===== src/common/serdes_tuning_pkg.sv =====
package serdes_tuning_pkg;

  // ****************************************************************
  // Register offsets
  // ****************************************************************
  localparam logic [7:0] SER_SPREAD_ADDR   = 8'h04;
  localparam logic [7:0] SER_EMPHASIS_ADDR = 8'h05;
  localparam logic [7:0] SER_FORCE_ADDR    = 8'h06;
  localparam logic [7:0] DES_SPREAD_ADDR   = 8'h04;
  localparam logic [7:0] DES_EQ_ADDR       = 8'h05;
  localparam logic [7:0] DES_INT_ADDR      = 8'h06;

  // ****************************************************************
  // Field positions
  // ****************************************************************
  localparam int EMPHASIS_LSB  = 0;
  localparam int DRIVE_LSB     = 4;
  localparam int EQ_LSB        = 0;
  localparam int SER_SPREAD_LSB = 0;
  localparam int DES_SPREAD_LSB = 0;
  localparam int FORCE_BIT     = 0;
  localparam int INT_LEVEL_BIT = 4;

  // ****************************************************************
  // Reset and power-up values, equalizer code limit and strap settle count
  // ****************************************************************
  localparam logic [3:0] EMPHASIS_RESET     = 4'h0;
  localparam logic [1:0] DRIVE_RESET        = 2'h3;
  localparam logic [3:0] EQ_DEFAULT_HIGH    = 4'h4;
  localparam logic [3:0] EQ_DEFAULT_LOW     = 4'h9;
  localparam logic [3:0] EQ_MAX_CODE        = 4'hB;
  localparam logic [2:0] SER_SPREAD_HIGH    = 3'h1;
  localparam logic [2:0] SER_SPREAD_LOW     = 3'h0;
  localparam logic [1:0] DES_SPREAD_HIGH    = 2'h1;
  localparam logic [1:0] DES_SPREAD_LOW     = 2'h0;
  localparam logic [1:0] STRAP_SETTLE_COUNT = 2'h3;

  typedef enum logic [2:0]
  {
    LINK_UP      = 3'b001,
    LINK_RESTART = 3'b010,
    LINK_RELOCK  = 3'b100
  } link_state_t;

  // Serial spread in tenths of a percent.
  function automatic logic [5:0] serSpreadTenths(input logic [2:0] sel);
    case (sel)
      3'h1:    serSpreadTenths = 6'h05;
      3'h2:    serSpreadTenths = 6'h0F;
      3'h3:    serSpreadTenths = 6'h14;
      3'h5:    serSpreadTenths = 6'h0A;
      3'h6:    serSpreadTenths = 6'h1E;
      3'h7:    serSpreadTenths = 6'h28;
      default: serSpreadTenths = 6'h00;
    endcase
  endfunction

  // Parallel-output spread in tenths of a percent.
  function automatic logic [5:0] desSpreadTenths(input logic [1:0] sel);
    case (sel)
      2'h1:    desSpreadTenths = 6'h14;
      2'h3:    desSpreadTenths = 6'h28;
      default: desSpreadTenths = 6'h00;
    endcase
  endfunction

  // Codes 0101 to 0111 are not emphasis settings.
  function automatic logic emphasisLegal(input logic [3:0] code);
    emphasisLegal = code[3] || (code <= 4'h4);
  endfunction

endpackage


===== src/verilog/int_resender.sv =====
`timescale 1ns/1ps
module int_resender
(
  input  wire logic clock,
  input  wire logic reset,
  input  wire logic clockEnable,
  input  wire logic intLevel,
  input  wire logic pathUp,
  output logic      sentLevel,
  output logic      bounce
);
  logic prevLevel;

  always_ff @(posedge clock or posedge reset)
  begin
    if (reset)
      prevLevel <= 1'b0;
    else if (clockEnable)
      prevLevel <= intLevel;
  end

  // A pulse that starts and ends while the path is down would leave the
  // level unchanged; the bounce flag keeps it so both edges still go out.
  always_ff @(posedge clock or posedge reset)
  begin
    if (reset)
      bounce <= 1'b0;
    else if (clockEnable)
    begin
      if (!pathUp && (intLevel != prevLevel) && (intLevel == sentLevel))
        bounce <= 1'b1;
      else if (pathUp && (intLevel == sentLevel))
        bounce <= 1'b0;
    end
  end

  always_ff @(posedge clock or posedge reset)
  begin
    if (reset)
      sentLevel <= 1'b0;
    else if (clockEnable && pathUp && ((intLevel != sentLevel) || bounce))
      sentLevel <= ~sentLevel;
  end

endmodule


===== src/verilog/serdes_link_tuning_and_interrupt.sv =====
`timescale 1ns/1ps
// How it works
// Serializer interrupt output repeats every edge of the deserializer interrupt input.
// Edges seen while the reverse path is down are sent once it returns.
// Deserializer register 0x06 bit D4 shows the interrupt input level.
// Host force bit also drives the serializer interrupt output.
// Emphasis field 0x05 D[3:0] takes thirteen codes: none, deemphasis, preemphasis.
// Drive field D[5:4]: 11 full (default), 10 three-quarter, 01 half.
// Equalizer field D[3:0] takes codes 0000 to 1011, rising boost.
// Equalizer powers up at 0100 with default pin high, 1001 when low.
// Equalizer default pin is read only at power-up or power-down exit.
// Serial spread select decodes to none, 0.5, 1.5, 2, none, 1, 3, 4 percent.
// Serial spread presets to 0.5% with its default pin high, else none.
// Parallel spread presets to 2% with its default pin high, else none.
// Spread default pins are read only at power-up or power-down exit.
// Deserializer spread hits parallel outputs; serializer spread hits serial link too.
// Parallel spread has exactly two nonzero rates, 2% and 4%.
// Host must not enable spread on both ends at once.
// Host limits serial spread by link bit rate.
// Serial spread on/off restarts the link until the deserializer relocks.
// Parallel spread select: 00 and 10 none, 01 2%, 11 4%.
module serdes_link_tuning_and_interrupt
(
  input  wire logic       clock,
  input  wire logic       reset,
  input  wire logic       clockEnable,
  input  wire logic       powerDownN,
  input  wire logic       eq_default_pin,
  input  wire logic       serSpreadDefaultPin,
  input  wire logic       desSpreadDefaultPin,
  input  wire logic       remoteIntIn,
  input  wire logic       reverseLinkUp,
  input  wire logic       desLocked,
  input  wire logic       regWrite,
  input  wire logic       regRead,
  input  wire logic       regSelectDes,
  input  wire logic [7:0] regAddr,
  input  wire logic [7:0] regWrData,
  output logic      [7:0] regRdData,
  output logic            remoteIntOut,
  output logic      [3:0] emphasisCode,
  output logic      [1:0] drive_level_field,
  output logic      [3:0] eqBoost,
  output logic      [2:0] serSpreadSel,
  output logic      [1:0] desSpreadSel,
  output logic      [5:0] serialSpreadTenths,
  output logic      [5:0] parallelSpreadTenths,
  output logic            linkRestart,
  output logic            linkAvailable
);
  import serdes_tuning_pkg::*;

  // ****************************************************************
  // Pin synchronisers
  // ****************************************************************
  logic [1:0] pdSync;
  logic [1:0] eqPinSync;
  logic [1:0] serSsSync;
  logic [1:0] desSsSync;
  logic [1:0] intSync;
  logic [1:0] lockSync;
  logic       pdLast;

  always_ff @(posedge clock or posedge reset)
  begin
    if (reset)
    begin
      pdSync    <= 2'h0;
      eqPinSync <= 2'h0;
      serSsSync <= 2'h0;
      desSsSync <= 2'h0;
      intSync   <= 2'h0;
      lockSync  <= 2'h0;
    end
    else if (clockEnable)
    begin
      pdSync    <= {pdSync[0], powerDownN};
      eqPinSync <= {eqPinSync[0], eq_default_pin};
      serSsSync <= {serSsSync[0], serSpreadDefaultPin};
      desSsSync <= {desSsSync[0], desSpreadDefaultPin};
      intSync   <= {intSync[0], remoteIntIn};
      lockSync  <= {lockSync[0], desLocked};
    end
  end

  always_ff @(posedge clock or posedge reset)
  begin
    if (reset)
      pdLast <= 1'b0;
    else if (clockEnable)
      pdLast <= pdSync[1];
  end

  // ****************************************************************
  // Strap capture
  // ****************************************************************
  // The straps are loaded only once the synchronisers hold real pin
  // levels, so a settle count runs after reset and after power-down exit.
  logic [1:0] settleCount;
  logic       strapsDone;
  logic       loadStraps;
  logic       wakeEdge;

  assign wakeEdge   = pdSync[1] && !pdLast;
  assign loadStraps = clockEnable && !strapsDone && pdSync[1] &&
                      (settleCount == STRAP_SETTLE_COUNT);

  always_ff @(posedge clock or posedge reset)
  begin
    if (reset)
      settleCount <= 2'h0;
    else if (clockEnable)
    begin
      if (wakeEdge || !pdSync[1])
        settleCount <= 2'h0;
      else if (settleCount != STRAP_SETTLE_COUNT)
        settleCount <= settleCount + 2'h1;
    end
  end

  always_ff @(posedge clock or posedge reset)
  begin
    if (reset)
      strapsDone <= 1'b0;
    else if (clockEnable)
    begin
      if (wakeEdge)
        strapsDone <= 1'b0;
      else if (loadStraps)
        strapsDone <= 1'b1;
    end
  end

  // ****************************************************************
  // Register writes
  // ****************************************************************
  logic serWrite;
  logic desWrite;
  logic forceBit;

  assign serWrite = clockEnable && regWrite && !regSelectDes;
  assign desWrite = clockEnable && regWrite && regSelectDes;

  always_ff @(posedge clock or posedge reset)
  begin
    if (reset)
    begin
      emphasisCode      <= EMPHASIS_RESET;
      drive_level_field <= DRIVE_RESET;
    end
    else if (serWrite && (regAddr == SER_EMPHASIS_ADDR))
    begin
      // Reserved emphasis codes are refused so the driver never sees them.
      if (emphasisLegal(regWrData[EMPHASIS_LSB +: 4]))
        emphasisCode <= regWrData[EMPHASIS_LSB +: 4];
      if (regWrData[DRIVE_LSB +: 2] != 2'h0)
        drive_level_field <= regWrData[DRIVE_LSB +: 2];
    end
  end

  always_ff @(posedge clock or posedge reset)
  begin
    if (reset)
      eqBoost <= EQ_DEFAULT_LOW;
    else if (loadStraps)
      eqBoost <= eqPinSync[1] ? EQ_DEFAULT_HIGH : EQ_DEFAULT_LOW;
    else if (desWrite && (regAddr == DES_EQ_ADDR) &&
             (regWrData[EQ_LSB +: 4] <= EQ_MAX_CODE))
      eqBoost <= regWrData[EQ_LSB +: 4];
  end

  always_ff @(posedge clock or posedge reset)
  begin
    if (reset)
      serSpreadSel <= SER_SPREAD_LOW;
    else if (loadStraps)
      serSpreadSel <= serSsSync[1] ? SER_SPREAD_HIGH : SER_SPREAD_LOW;
    else if (serWrite && (regAddr == SER_SPREAD_ADDR))
      serSpreadSel <= regWrData[SER_SPREAD_LSB +: 3];
  end

  always_ff @(posedge clock or posedge reset)
  begin
    if (reset)
      desSpreadSel <= DES_SPREAD_LOW;
    else if (loadStraps)
      desSpreadSel <= desSsSync[1] ? DES_SPREAD_HIGH : DES_SPREAD_LOW;
    else if (desWrite && (regAddr == DES_SPREAD_ADDR))
      desSpreadSel <= regWrData[DES_SPREAD_LSB +: 2];
  end

  always_ff @(posedge clock or posedge reset)
  begin
    if (reset)
      forceBit <= 1'b0;
    else if (serWrite && (regAddr == SER_FORCE_ADDR))
      forceBit <= regWrData[FORCE_BIT];
  end

  // ****************************************************************
  // Spread decode
  // ****************************************************************
  // The serial rate spreads the link and so also the far parallel side;
  // the parallel rate never touches the serial link.
  always_ff @(posedge clock or posedge reset)
  begin
    if (reset)
    begin
      serialSpreadTenths   <= 6'h00;
      parallelSpreadTenths <= 6'h00;
    end
    else if (clockEnable)
    begin
      serialSpreadTenths   <= serSpreadTenths(serSpreadSel);
      parallelSpreadTenths <= desSpreadTenths(desSpreadSel);
    end
  end

  // ****************************************************************
  // Link restart on spread on/off
  // ****************************************************************
  logic        serSpreadOnLast;
  logic        serSpreadOn;
  logic        lockDropped;
  link_state_t linkState;
  link_state_t next_linkState;

  assign serSpreadOn = serSpreadTenths(serSpreadSel) != 6'h00;

  always_ff @(posedge clock or posedge reset)
  begin
    if (reset)
      serSpreadOnLast <= 1'b0;
    else if (clockEnable)
      serSpreadOnLast <= serSpreadOn;
  end

  always_comb
  begin
    next_linkState = linkState;
    case (linkState)
      LINK_UP:
        if (serSpreadOn != serSpreadOnLast)
          next_linkState = LINK_RESTART;
      LINK_RESTART:
        next_linkState = LINK_RELOCK;
      LINK_RELOCK:
        if (serSpreadOn != serSpreadOnLast)
          next_linkState = LINK_RESTART;
        else if (lockSync[1] && lockDropped)
          next_linkState = LINK_UP;
      default:
        next_linkState = LINK_RESTART;
    endcase
  end

  always_ff @(posedge clock or posedge reset)
  begin
    if (reset)
      linkState <= LINK_UP;
    else if (clockEnable)
      linkState <= next_linkState;
  end

  // The lock synchroniser still holds the level from before the restart,
  // so a lock is trusted only after the loss of lock has been seen.
  // A far end that never shows a loss of lock keeps the link down.
  always_ff @(posedge clock or posedge reset)
  begin
    if (reset)
      lockDropped <= 1'b0;
    else if (clockEnable)
    begin
      if (linkState != LINK_RELOCK)
        lockDropped <= 1'b0;
      else if (!lockSync[1])
        lockDropped <= 1'b1;
    end
  end

  assign linkRestart   = linkState == LINK_RESTART;
  assign linkAvailable = linkState == LINK_UP;

  // ****************************************************************
  // Interrupt forwarding
  // ****************************************************************
  logic forwardedLevel;

  int_resender int_resender_inst
  (
    .clock       (clock),
    .reset       (reset),
    .clockEnable (clockEnable),
    .intLevel    (intSync[1]),
    .pathUp      (reverseLinkUp && linkAvailable),
    .sentLevel   (forwardedLevel),
    .bounce      ()
  );

  always_ff @(posedge clock or posedge reset)
  begin
    if (reset)
      remoteIntOut <= 1'b0;
    else if (clockEnable)
      remoteIntOut <= forwardedLevel || forceBit;
  end

  // ****************************************************************
  // Register reads
  // ****************************************************************
  logic [7:0] next_regRdData;

  always_comb
  begin
    next_regRdData = 8'h00;
    if (regSelectDes)
    begin
      case (regAddr)
        DES_SPREAD_ADDR: next_regRdData[DES_SPREAD_LSB +: 2] = desSpreadSel;
        DES_EQ_ADDR:     next_regRdData[EQ_LSB +: 4] = eqBoost;
        DES_INT_ADDR:    next_regRdData[INT_LEVEL_BIT] = intSync[1];
        default:         next_regRdData = 8'h00;
      endcase
    end
    else
    begin
      case (regAddr)
        SER_SPREAD_ADDR: next_regRdData[SER_SPREAD_LSB +: 3] = serSpreadSel;
        SER_EMPHASIS_ADDR:
        begin
          next_regRdData[EMPHASIS_LSB +: 4] = emphasisCode;
          next_regRdData[DRIVE_LSB +: 2]    = drive_level_field;
        end
        SER_FORCE_ADDR:  next_regRdData[FORCE_BIT] = forceBit;
        default:         next_regRdData = 8'h00;
      endcase
    end
  end

  always_ff @(posedge clock or posedge reset)
  begin
    if (reset)
      regRdData <= 8'h00;
    else if (clockEnable && regRead)
      regRdData <= next_regRdData;
  end

endmodule

===== config.mk =====
export PLATFORM = sky130hd
export DESIGN_NAME = serdes_link_tuning_and_interrupt
export DESIGN_NICKNAME = d
export VERILOG_FILES = /design/src/common/serdes_tuning_pkg.sv /design/src/verilog/int_resender.sv /design/src/verilog/serdes_link_tuning_and_interrupt.sv
export SDC_FILE = /design/constraint.sdc
export NUM_CORES = 1
export LEC_CHECK = 0
export ABC_AREA = 1
export BUFFER_PORTS_ARGS = -buffer_cell sky130_fd_sc_hd__buf_2
export CORE_AREA = 3 3 70 99
export CTS_CLUSTER_DIAMETER = 150
export DETAILED_ROUTE_END_ITERATION = 12
export DIE_AREA = 0 0 73 102
export GPL_TIMING_DRIVEN = 0
export PLACE_DENSITY = 0.68
export SYNTH_ARGS = -nofsm -noshare
export SYNTH_HDL_FRONTEND = slang
export SYNTH_SLANG_ARGS = --single-unit

===== constraint.sdc =====
create_clock -name clock -period 1.4 [get_ports clock]
set_input_delay 0.14 -clock clock [delete_from_list [all_inputs] [get_ports clock]]
set_output_delay 0.14 -clock clock [all_outputs]
set_load 0.02 [all_outputs]

**After elaboration in Yosys (flattened, before gate mapping)**

Index checks and enable logic that the tools add are counted.

- Flip-flop bits (word level): 61
- Output and inout port bits: 38
- Word-level logic and storage cells: 128

- Add/subtract/negate cells: 1
- Order comparisons: 2
- Equal/unequal tests: 24
- Mux-type cells: 30
- Bitwise logic cells: 1
- Reductions and logical operators: 45

Operators with widths:

| cell | count |
|---|---|
| $pmux W6 S6 | 1 |
| $eq A8 B3 Y1 const B | 3 |
| $logic_and A1 B1 Y1 | 21 |
| $mux W3 | 6 |
| $reduce_bool A2 Y1 | 7 |
| $eq A3 B3 Y1 const B | 4 |
| $mux W4 | 3 |
| $pmux W6 S2 | 1 |
| $reduce_and A2 Y1 | 6 |
| $mux W2 | 5 |
| $eq A3 B2 Y1 const B | 3 |
| $mux W1 | 9 |
| $pmux W3 S3 | 1 |
| $pmux W2 S2 | 2 |
| $eq A3 B1 Y1 const B | 2 |
| $mux W6 | 1 |
| $ne A3 B3 Y1 const B | 2 |
| $reduce_bool A6 Y1 | 1 |
| $logic_not A1 Y1 | 5 |
| $eq A2 B2 Y1 const B | 2 |
| $le A4 B3 Y1 const B | 1 |
| $le A4 B4 Y1 const B | 1 |
| $logic_or A1 B1 Y1 | 4 |
| $ne A2 B1 Y1 const B | 2 |
| other kinds (8) | 10 |

**Depth between registers and ports, before layout**

Gate-level depths: netlist (run 1).

- Depth after elaboration: 7
- Gate-level depth with buffers: 10
- Depth with buffers taken out: 10

**Modules after synthesis**

From an unflattened synthesis (run 1), not the netlist that was laid out.

- Cell total of the unflattened synthesis: 340
- Area, all modules: 2816.5 µm²

Modules (own cells, without submodules):

| module | times used | cells each | area an instance (µm²) | seq. area each (µm²) |
|---|---|---|---|---|
| serdes_link_tuning_and_interrupt | 1 | 314 | 2636.3 | 1307.5 |
| int_resender | 1 | 26 | 180.2 | 75.1 |

**Least setup slack after synthesis (run 1)**

OpenSTA, ideal clock, no wires.

- Path type: register to register
- Start point: register linkState[0]
- End point: register int_resender_inst.sentLevel
- Setup time: 0.127 ns
- Arrival time: 1.365 ns
- Slack: -0.092 ns
- Stages on the path, launching flop included: 7
- Path buffers: 0
- Period minus slack after synthesis: 1.492 ns
- Path through: dfstp_2 inv_1 nor3_2 nand2_2 nor2_1 o21ai_1 xor2_1

- Word-level cells in the longest chain between the ends: 4

Ends and longest elaborated chain:

| element | RTL line | text |
|---|---|---|
| from (decl) | serdes_link_tuning_and_interrupt.sv:225 | `link_state_t linkState;` |
| from (signal assigned) | serdes_link_tuning_and_interrupt.sv:262 | `linkState <= next_linkState;` |
| $eq A3 B1 Y1 | serdes_link_tuning_and_interrupt.sv:282 | `assign linkAvailable = linkState == LINK_UP;` |
| net linkAvailable | serdes_link_tuning_and_interrupt.sv:49 | `output logic linkAvailable` |
| $logic_and A1 B1 Y1 | serdes_link_tuning_and_interrupt.sv:295 | `.pathUp (reverseLinkUp && linkAvailable),` |
| $logic_and A1 B1 Y1 (2 in series) | int_resender.sv:41 | `else if (clockEnable && pathUp && ((intLevel != sentLevel) \|\| bounce))` |
| to (signal assigned) | int_resender.sv:42 | `sentLevel <= ~sentLevel;` |
| to (decl) | int_resender.sv:9 | `output logic sentLevel,` |

The timed path passes the listed nets, and every way through them passes these cells.
A chain may end at the register's enable or synchronous reset.

**Final worst setup path (run 1)**

- Start point: register linkState[0]
- End point: output port linkAvailable

- Word-level cells in the longest chain between the ends: 1

Ends and longest elaborated chain:

| element | RTL line |
|---|---|
| $eq A3 B1 Y1 | serdes_link_tuning_and_interrupt.sv:282 |
| to (decl) | serdes_link_tuning_and_interrupt.sv:49 |

No other way between the ends.

==> flow_summary.toml, run 1 <==
[outcome]
status = "finished, final reports clean"

[logic_synthesis]
synth_top_area_share_pct = 45.7
synthCells = 336
yosysMostFrequentCell = "nand2_1"
synth_common_cells = "nand2_1 (101), dfrtp_1 (50), inv_1 (36), o21ai_0 (33), nand3_1 (26)"
synth-seq-cells = 55
seq_area_frac_synth_pct = 50.5
synthTopCellsByArea = "dfrtp_1 (46%), nand2_1 (14%), o21ai_0 (6.0%)"
syn_area_per_cell_sq_um = 8.14
synth_edf_count = 0
async_flop_share_pct = 100
synth-simple-area-share_pct = 28.6
synth_flop_cell = "dfrtp_1"
ys_warn_count = 0
synth_adder_area_share_pct = 0.457
yosys.cell_types.count = 33
synth_mux_area_share_pct = 0
synth-compound-area-share_pct = 9.79
synthesis.area_sq_um = 2740
synth_top_family_by_area = "simple AND/OR/NAND/NOR gates"
yosysTopAreaCell = "dfrtp_1"
synthXorXnorAreaFrac_pct = 1.55

[floorplanning]
initial_core_util_pct = 44.4
num_rows = 34
fp.dieW_um = 73
die_y_um = 102
pin_count = 67
core_sq_um = 6170
die-area_sq_um = 7450

[sta]
drv_slew = 0
fin_setup_tns_ns = 0
rsz0062_at_grt = "yes"
fin_crit_sh_pct = 98.6
slew_headroom_pct = 22.6
setup_viol = 0
timing.fmax_mhz = 724
finClkSkew_ns = 0.00642
worst_slew_pin_slew_ns = 1.16
finalCriticalPeriod_ns = 1.38
hold_viol_final = 0

[pwr]
irDropWorstVdd_v = 0.000541
power.density_nw_per_um2 = 1120
leakage_uw = 0.00177
p_total_uw = 3750

[grt]
grt.total_usage_pct = 19.1
grt_max_degree = 56
grt_pass1_wl_mm = 11.0
grt_overflow = 0
antenna_found_initial = 0
grt_pass1_vias = 2398

[worst_hold_path]
hold_class = "in2reg"

[drt]
drt_iter0_drc = 86
routed_via_density = 4.91
ant_nets = 0
drc = 0
drt_first_pass_iters = 4
via_count = 2377
wire_per_inst_um = 13.5
totalWireLength_mm = 6.52

[place]
hpwl_mm = 5.00
placed_cell_area_sq_um = 3140
io_buffers = 59
place.gp.congestion = 0.866
place_inst = 470

[final_layout]
n_fill_cell = 603
nNetsFinal = 441
antenna_cells = 0
drive_gt1_share_pct = 30.8
stdcell_count = 484
final_area_sq_um = 3340
area_growth_pct = 22.2

[clock_tree]
numCtsBuffers = 5
htree_num_levels = 2
clkLatencyLatePin_ns = 0.31
clk_pin_slew_ns = 0.10
cts_tree = "built"
clk_path_buf_depth = 2
cts_sinks = 55
clockRootBuffer = "clkbuf_8"

[critical_path]
worstSetupPathType = "reg2out"
cp_max_fo = 3
arrival_ns = 1.24
required_ns = 1.26
end_kind = "output pin"
startpoint_type = "flop"

[run]
maxCapViolations = 0
cell families after synthesis:
group                      count (synthesis)
AOI/OAI and AO/OA                         50
buffers and inverters                     54
adders and majority gates                  1
xor gates and xnor gates                   4
other                                      1
and+or+nand+nor                          171
DFF                                       55
registers in the layout (all words and copies together) (netlist names), 3 cells and up:
name / flops
regRdData: 6
serialSpreadTenths: 6
emphasisCode: 4
eqBoost: 4
linkState: 3
serSpreadSel: 3
per-stage QoR:
step | util, % | setup slack, ns | hold WS [ns]
2_1_floorplan | - | 0.0227 | 0.212
3_3_place_gp | 51.0 | -0.0148 | 0.347
3_5_place_dp | 51.0 | -0.0244 | 0.352
4_1_cts | 53.5 | -0.0228 | 0.0308
5_1_grt | 54.2 | -0.0498 | 0.0398
6_report | 54.2 | 0.0194 | 0.0311
cells in the final DEF, fill, tap and decap left out, types with 2 or more instances in the layout:
cell,Yosys,routed
dfstp_2,5,5
nor2_1,20,17
dfrtp_1,50,48
inv_1,36,33
buf_2,3,60
a21oi_1,2,2
clkbuf_1,2,2
conb_1,1,4
nand4_1,4,4
nand3_2,3,3
nand2_1,101,99
nor2_2,1,3
dfrtp_2,0,2
o21ai_0,33,30
nor2_4,5,6
nand2_2,7,9
o21ai_1,7,9
clkbuf_8,0,6
xor2_1,3,3
o22ai_1,2,2
buf_4,8,14
inv_2,4,6
buf_6,1,3
nand3_1,26,26
what timing repair did:
item                                    in CTS  in global routing
pin swaps                                    2                  4
endpoints found under the setup margin       3                 16
hold buffers                                 0                  0
resized for setup                            4                 15
setup buffers                                4                  2
endpoints found under the hold margin        0                  0
worst max-delay path: stages (launching register included):
cell and delay, ns:
dfstp_2 0.55, inv_2 0.05, nor3_4 0.18, buf_6 0.15
per-layer routing:
layer	vias to the layer above	share of wire [%]	global-route usage [%]	routed length [um]
li1	1206	-	-	-
met1	1092	40	22.2	2630
met5	-	0	0	0
met4	0	2.3	6.68	149
met2	66	52	34.4	3390
met3	13	5.2	3.54	338
power by group:
part           internal, uW  switching [uW]
logic                   297             491
clock network           579             506
registers              1750             130
worst paths after layout:
| check | to | cells after the start | slack (ns) | from |
|---|---|---|---|---|
| max | linkAvailable | 3 | 0.02 | linkState[0] |
| max reg2reg | int_resender_inst.sentLevel | 6 | 0.08 | linkState[0] |
| min reg2reg | drive_level_field[0] | 2 | 0.48 | drive_level_field[0] |
| min | drive_level_field[1] | 3 | 0.03 | regWrData[5] |
| max in group asynchronous | serSpreadSel[0] | 2 | 0.61 | reset |
| min in group asynchronous | eqBoost[2] | 2 | 0.10 | reset |
layout make-up:
| type | instances | area (sq um) | share of cell area (%) |
|---|---|---|---|
| Buffer | 14 | 93.8 | 2.81 |
| Inverter | 40 | 154 | 4.60 |
| Multi-Input combinational cell | 230 | 1150 | 34.4 |
| Sequential cell | 55 | 1390 | 41.4 |
| Clock inverter | 2 | 35.0 | 1.05 |
| Timing Repair Buffer | 65 | 353 | 10.5 |
| Clock buffer | 6 | 82.6 | 2.47 |
| Tap cell | 72 | 90.1 | 2.69 |
(Power assumes the default switching activity.)
==> run 2: changes to the inputs <==
--- a/config.mk
+++ b/config.mk
@@ -5,7 +5,6 @@
 export SDC_FILE = /design/constraint.sdc
 export NUM_CORES = 1
 export LEC_CHECK = 0
-export ABC_AREA = 1
 export BUFFER_PORTS_ARGS = -buffer_cell sky130_fd_sc_hd__buf_2
 export CORE_AREA = 3 3 70 99
 export CTS_CLUSTER_DIAMETER = 150
==> flow_summary.toml, run 2 <==
[critical_path]
critical_path.max_stage_delay_ns = 0.51
startpoint_type = "flop"
path_cells = "o21a_1 > o21ai_1 > nor3_1 > a211o_1"
cp_max_fo = 11
end_kind = "flop"
worstSetupPathType = "reg2reg"
required_ns = 1.66
crit_slowest_cell = "dfrtp_2"
arrival_ns = 1.62
reg2reg_depth = 4

[grt]
grt_pass1_wl_mm = 10.2
antenna_found_initial = 0
grt_max_degree = 56
grt_pass1_vias = 2119
grt.total_usage_pct = 17.5
grt_overflow = 0

[final_layout]
fin_util_pct = 54.2
reg_top3 = "regRdData: 6 flops, serialSpreadTenths: 6 flops"
final_common_cell = "buf_2"
stdcell_count = 411
drive_gt1_share_pct = 36.0
antenna_cells = 0
area_growth_pct = 22.4
nNetsFinal = 368
mostFrequentLayoutCells = "buf_2 (61), dfrtp_1 (45), nand2_1 (30)"
final_area_sq_um = 3340

[pwr]
leakage_uw = 0.00165
irDropWorstVdd_v = 0.000706
power.density_nw_per_um2 = 1120

[clock_tree]
numCtsBuffers = 5
clk_path_buf_depth = 2
clkLatencyLatePin_ns = 0.32
hold_buffers = 0
clockRootBuffer = "clkbuf_8"
clk_pin_slew_ns = 0.11
cts_tree = "built"
cts_sinks = 55
htree_num_levels = 2

[place]
place.gp.congestion = 0.849
io_buffers = 58
hpwl_mm = 4.65
place_inst = 399
pre_cts_ws_ns = -0.255
placed_cell_area_sq_um = 3150

[sta]
rsz0062_at_grt = "yes"
slew_headroom_pct = 22.4
finalCriticalPeriod_ns = 1.37
setup_ws_ns = 0.0336
worst_slew_pin_slew_ns = 1.16
fin_setup_tns_ns = 0
fin_crit_sh_pct = 97.6
finClkSkew_ns = 0.0123
hold_viol_final = 0
drv_slew = 0
setup_viol = 0
timing.fmax_mhz = 732

[logic_synthesis]
synth_common_cells = "dfrtp_1 (50), nand2_1 (30), nor2_1 (18), a21oi_1 (16)"
synth-seq-cells = 55
synth_flop_cell = "dfrtp_1"
async_flop_share_pct = 100
yosys.cell_types.count = 50
synth_edf_count = 0
yosysMostFrequentCell = "dfrtp_1"
synthTopCellsByArea = "dfrtp_1 (46%), mux2_2 (5.4%), dfstp_2 (4.8%)"
ys_warn_count = 0
seq_area_frac_synth_pct = 50.7
synth_top_area_share_pct = 45.9
syn_area_per_cell_sq_um = 10.3
synthesis.area_sq_um = 2730
yosysTopAreaCell = "dfrtp_1"
synthCells = 266

[floorplanning]
die_y_um = 102
initial_core_util_pct = 44.2
die-area_sq_um = 7450
pin_count = 67
fp.dieW_um = 73
core_sq_um = 6170
num_rows = 34

[drt]
routed_via_density = 5.49
drt_iter0_drc = 145
drc = 0
wire_per_inst_um = 15.6
via_count = 2257
drt_first_pass_iters = 4
totalWireLength_mm = 6.40
ant_nets = 0

[worst_hold_path]
hold_class = "in2reg"
worstHoldPathCells = 2

[run]
maxCapViolations = 0

[outcome]
status = "finished, final reports clean"
==> run 2: cell types whose count changed after synthesis, moves of 9 or more <==
cell | before | now
mux2_2 | 0 | 13
mux2i_1 | 0 | 9
o21ai_0 | 33 | 13
nand3_1 | 26 | 7
inv_1 | 36 | 11
nand2_1 | 101 | 30
a21oi_1 | 2 | 16
==> run 2: kinds of logic (layout without fill, tap and decap cells) <==
kind of cell               count (synthesis)  after routing  share of synthesized area [%]
muxes                                     23             23                           9.49
xor gates and xnor gates                   1              1                          0.321
buffers and inverters                     31            101                           5.55
and+or+nand+nor                           90             90                           18.0
DFF                                       55             55                           50.7
adders and majority gates                  1              1                          0.458
AOI/OAI and AO/OA                         64             64                           15.4
other                                      1              4                          0.137
==> run 2: where the power goes <==
| part | leakage (uW) | switching (uW) | internal [uW] |
|---|---|---|---|
| clock network | 0.0000587 | 548 | 543 |
| logic | 0.000903 | 401 | 323 |
| registers | 0.000693 | 182 | 1750 |
| total | 0.00165 | 1130 | 2620 |
==> run 2: worst paths after layout <==
check | start | to | slack, ns
min | desLocked | lockSync[0] | 0.05
max in group asynchronous | reset | serSpreadSel[0] | 0.62
min in group asynchronous | reset | parallelSpreadTenths[3] | 0.09
min reg2reg | eqPinSync[1] | eqBoost[3] | 0.47
max reg2reg | serSpreadSel[1] | linkState[0] | 0.03
max | serSpreadSel[1] | linkState[0] | 0.03
==> run 2: what timing repair did <==
| item | in CTS | in global routing |
|---|---|---|
| resized for setup | 6 | 10 |
| endpoints found under the setup margin | 20 | 12 |
| pin swaps | 1 | 3 |
| setup buffers | 2 | 5 |
==> run 2: area by class of cell <==
| cell class | count | area (sq um) |
|---|---|---|
| well taps | 72 | 90.1 |
| repair buffers | 65 | 345 |
| plain buffers | 17 | 104 |
| multi-input cells | 183 | 1250 |
| flip-flops and latches | 55 | 1390 |
| clock inverters | 3 | 47.5 |
| inverters | 11 | 45.0 |
| fillers | 556 | 2830 |
| clock buffers | 5 | 68.8 |
==> run 2: per-layer routing <==
layer	vias to the layer above	global-route usage (%)	share of wire [%]
li1	1084	-	-
met2	76	28.8	50
met1	1087	23.6	43
met4	0	5.40	1.6
met3	10	2.76	5.2
met5	-	0	0
==> run 2: per-stage QoR <==
| step | power (uW) | hold WS [ns] |
|---|---|---|
| 2_1_floorplan | 2400 | 0.212 |
| 3_3_place_gp | 2610 | 0.373 |
| 3_5_place_dp | 2630 | 0.375 |
| 4_1_cts | 3730 | 0.0447 |
| 5_1_grt | 3940 | 0.0480 |
| 6_report | 3750 | 0.0525 |
==> run 2: worst max-delay path: cells and delay by family, from the launching register on <==
family	cells	cell delay [ns]
simple gates	1	0.08
flops	1	0.51
compound gates	3	0.73
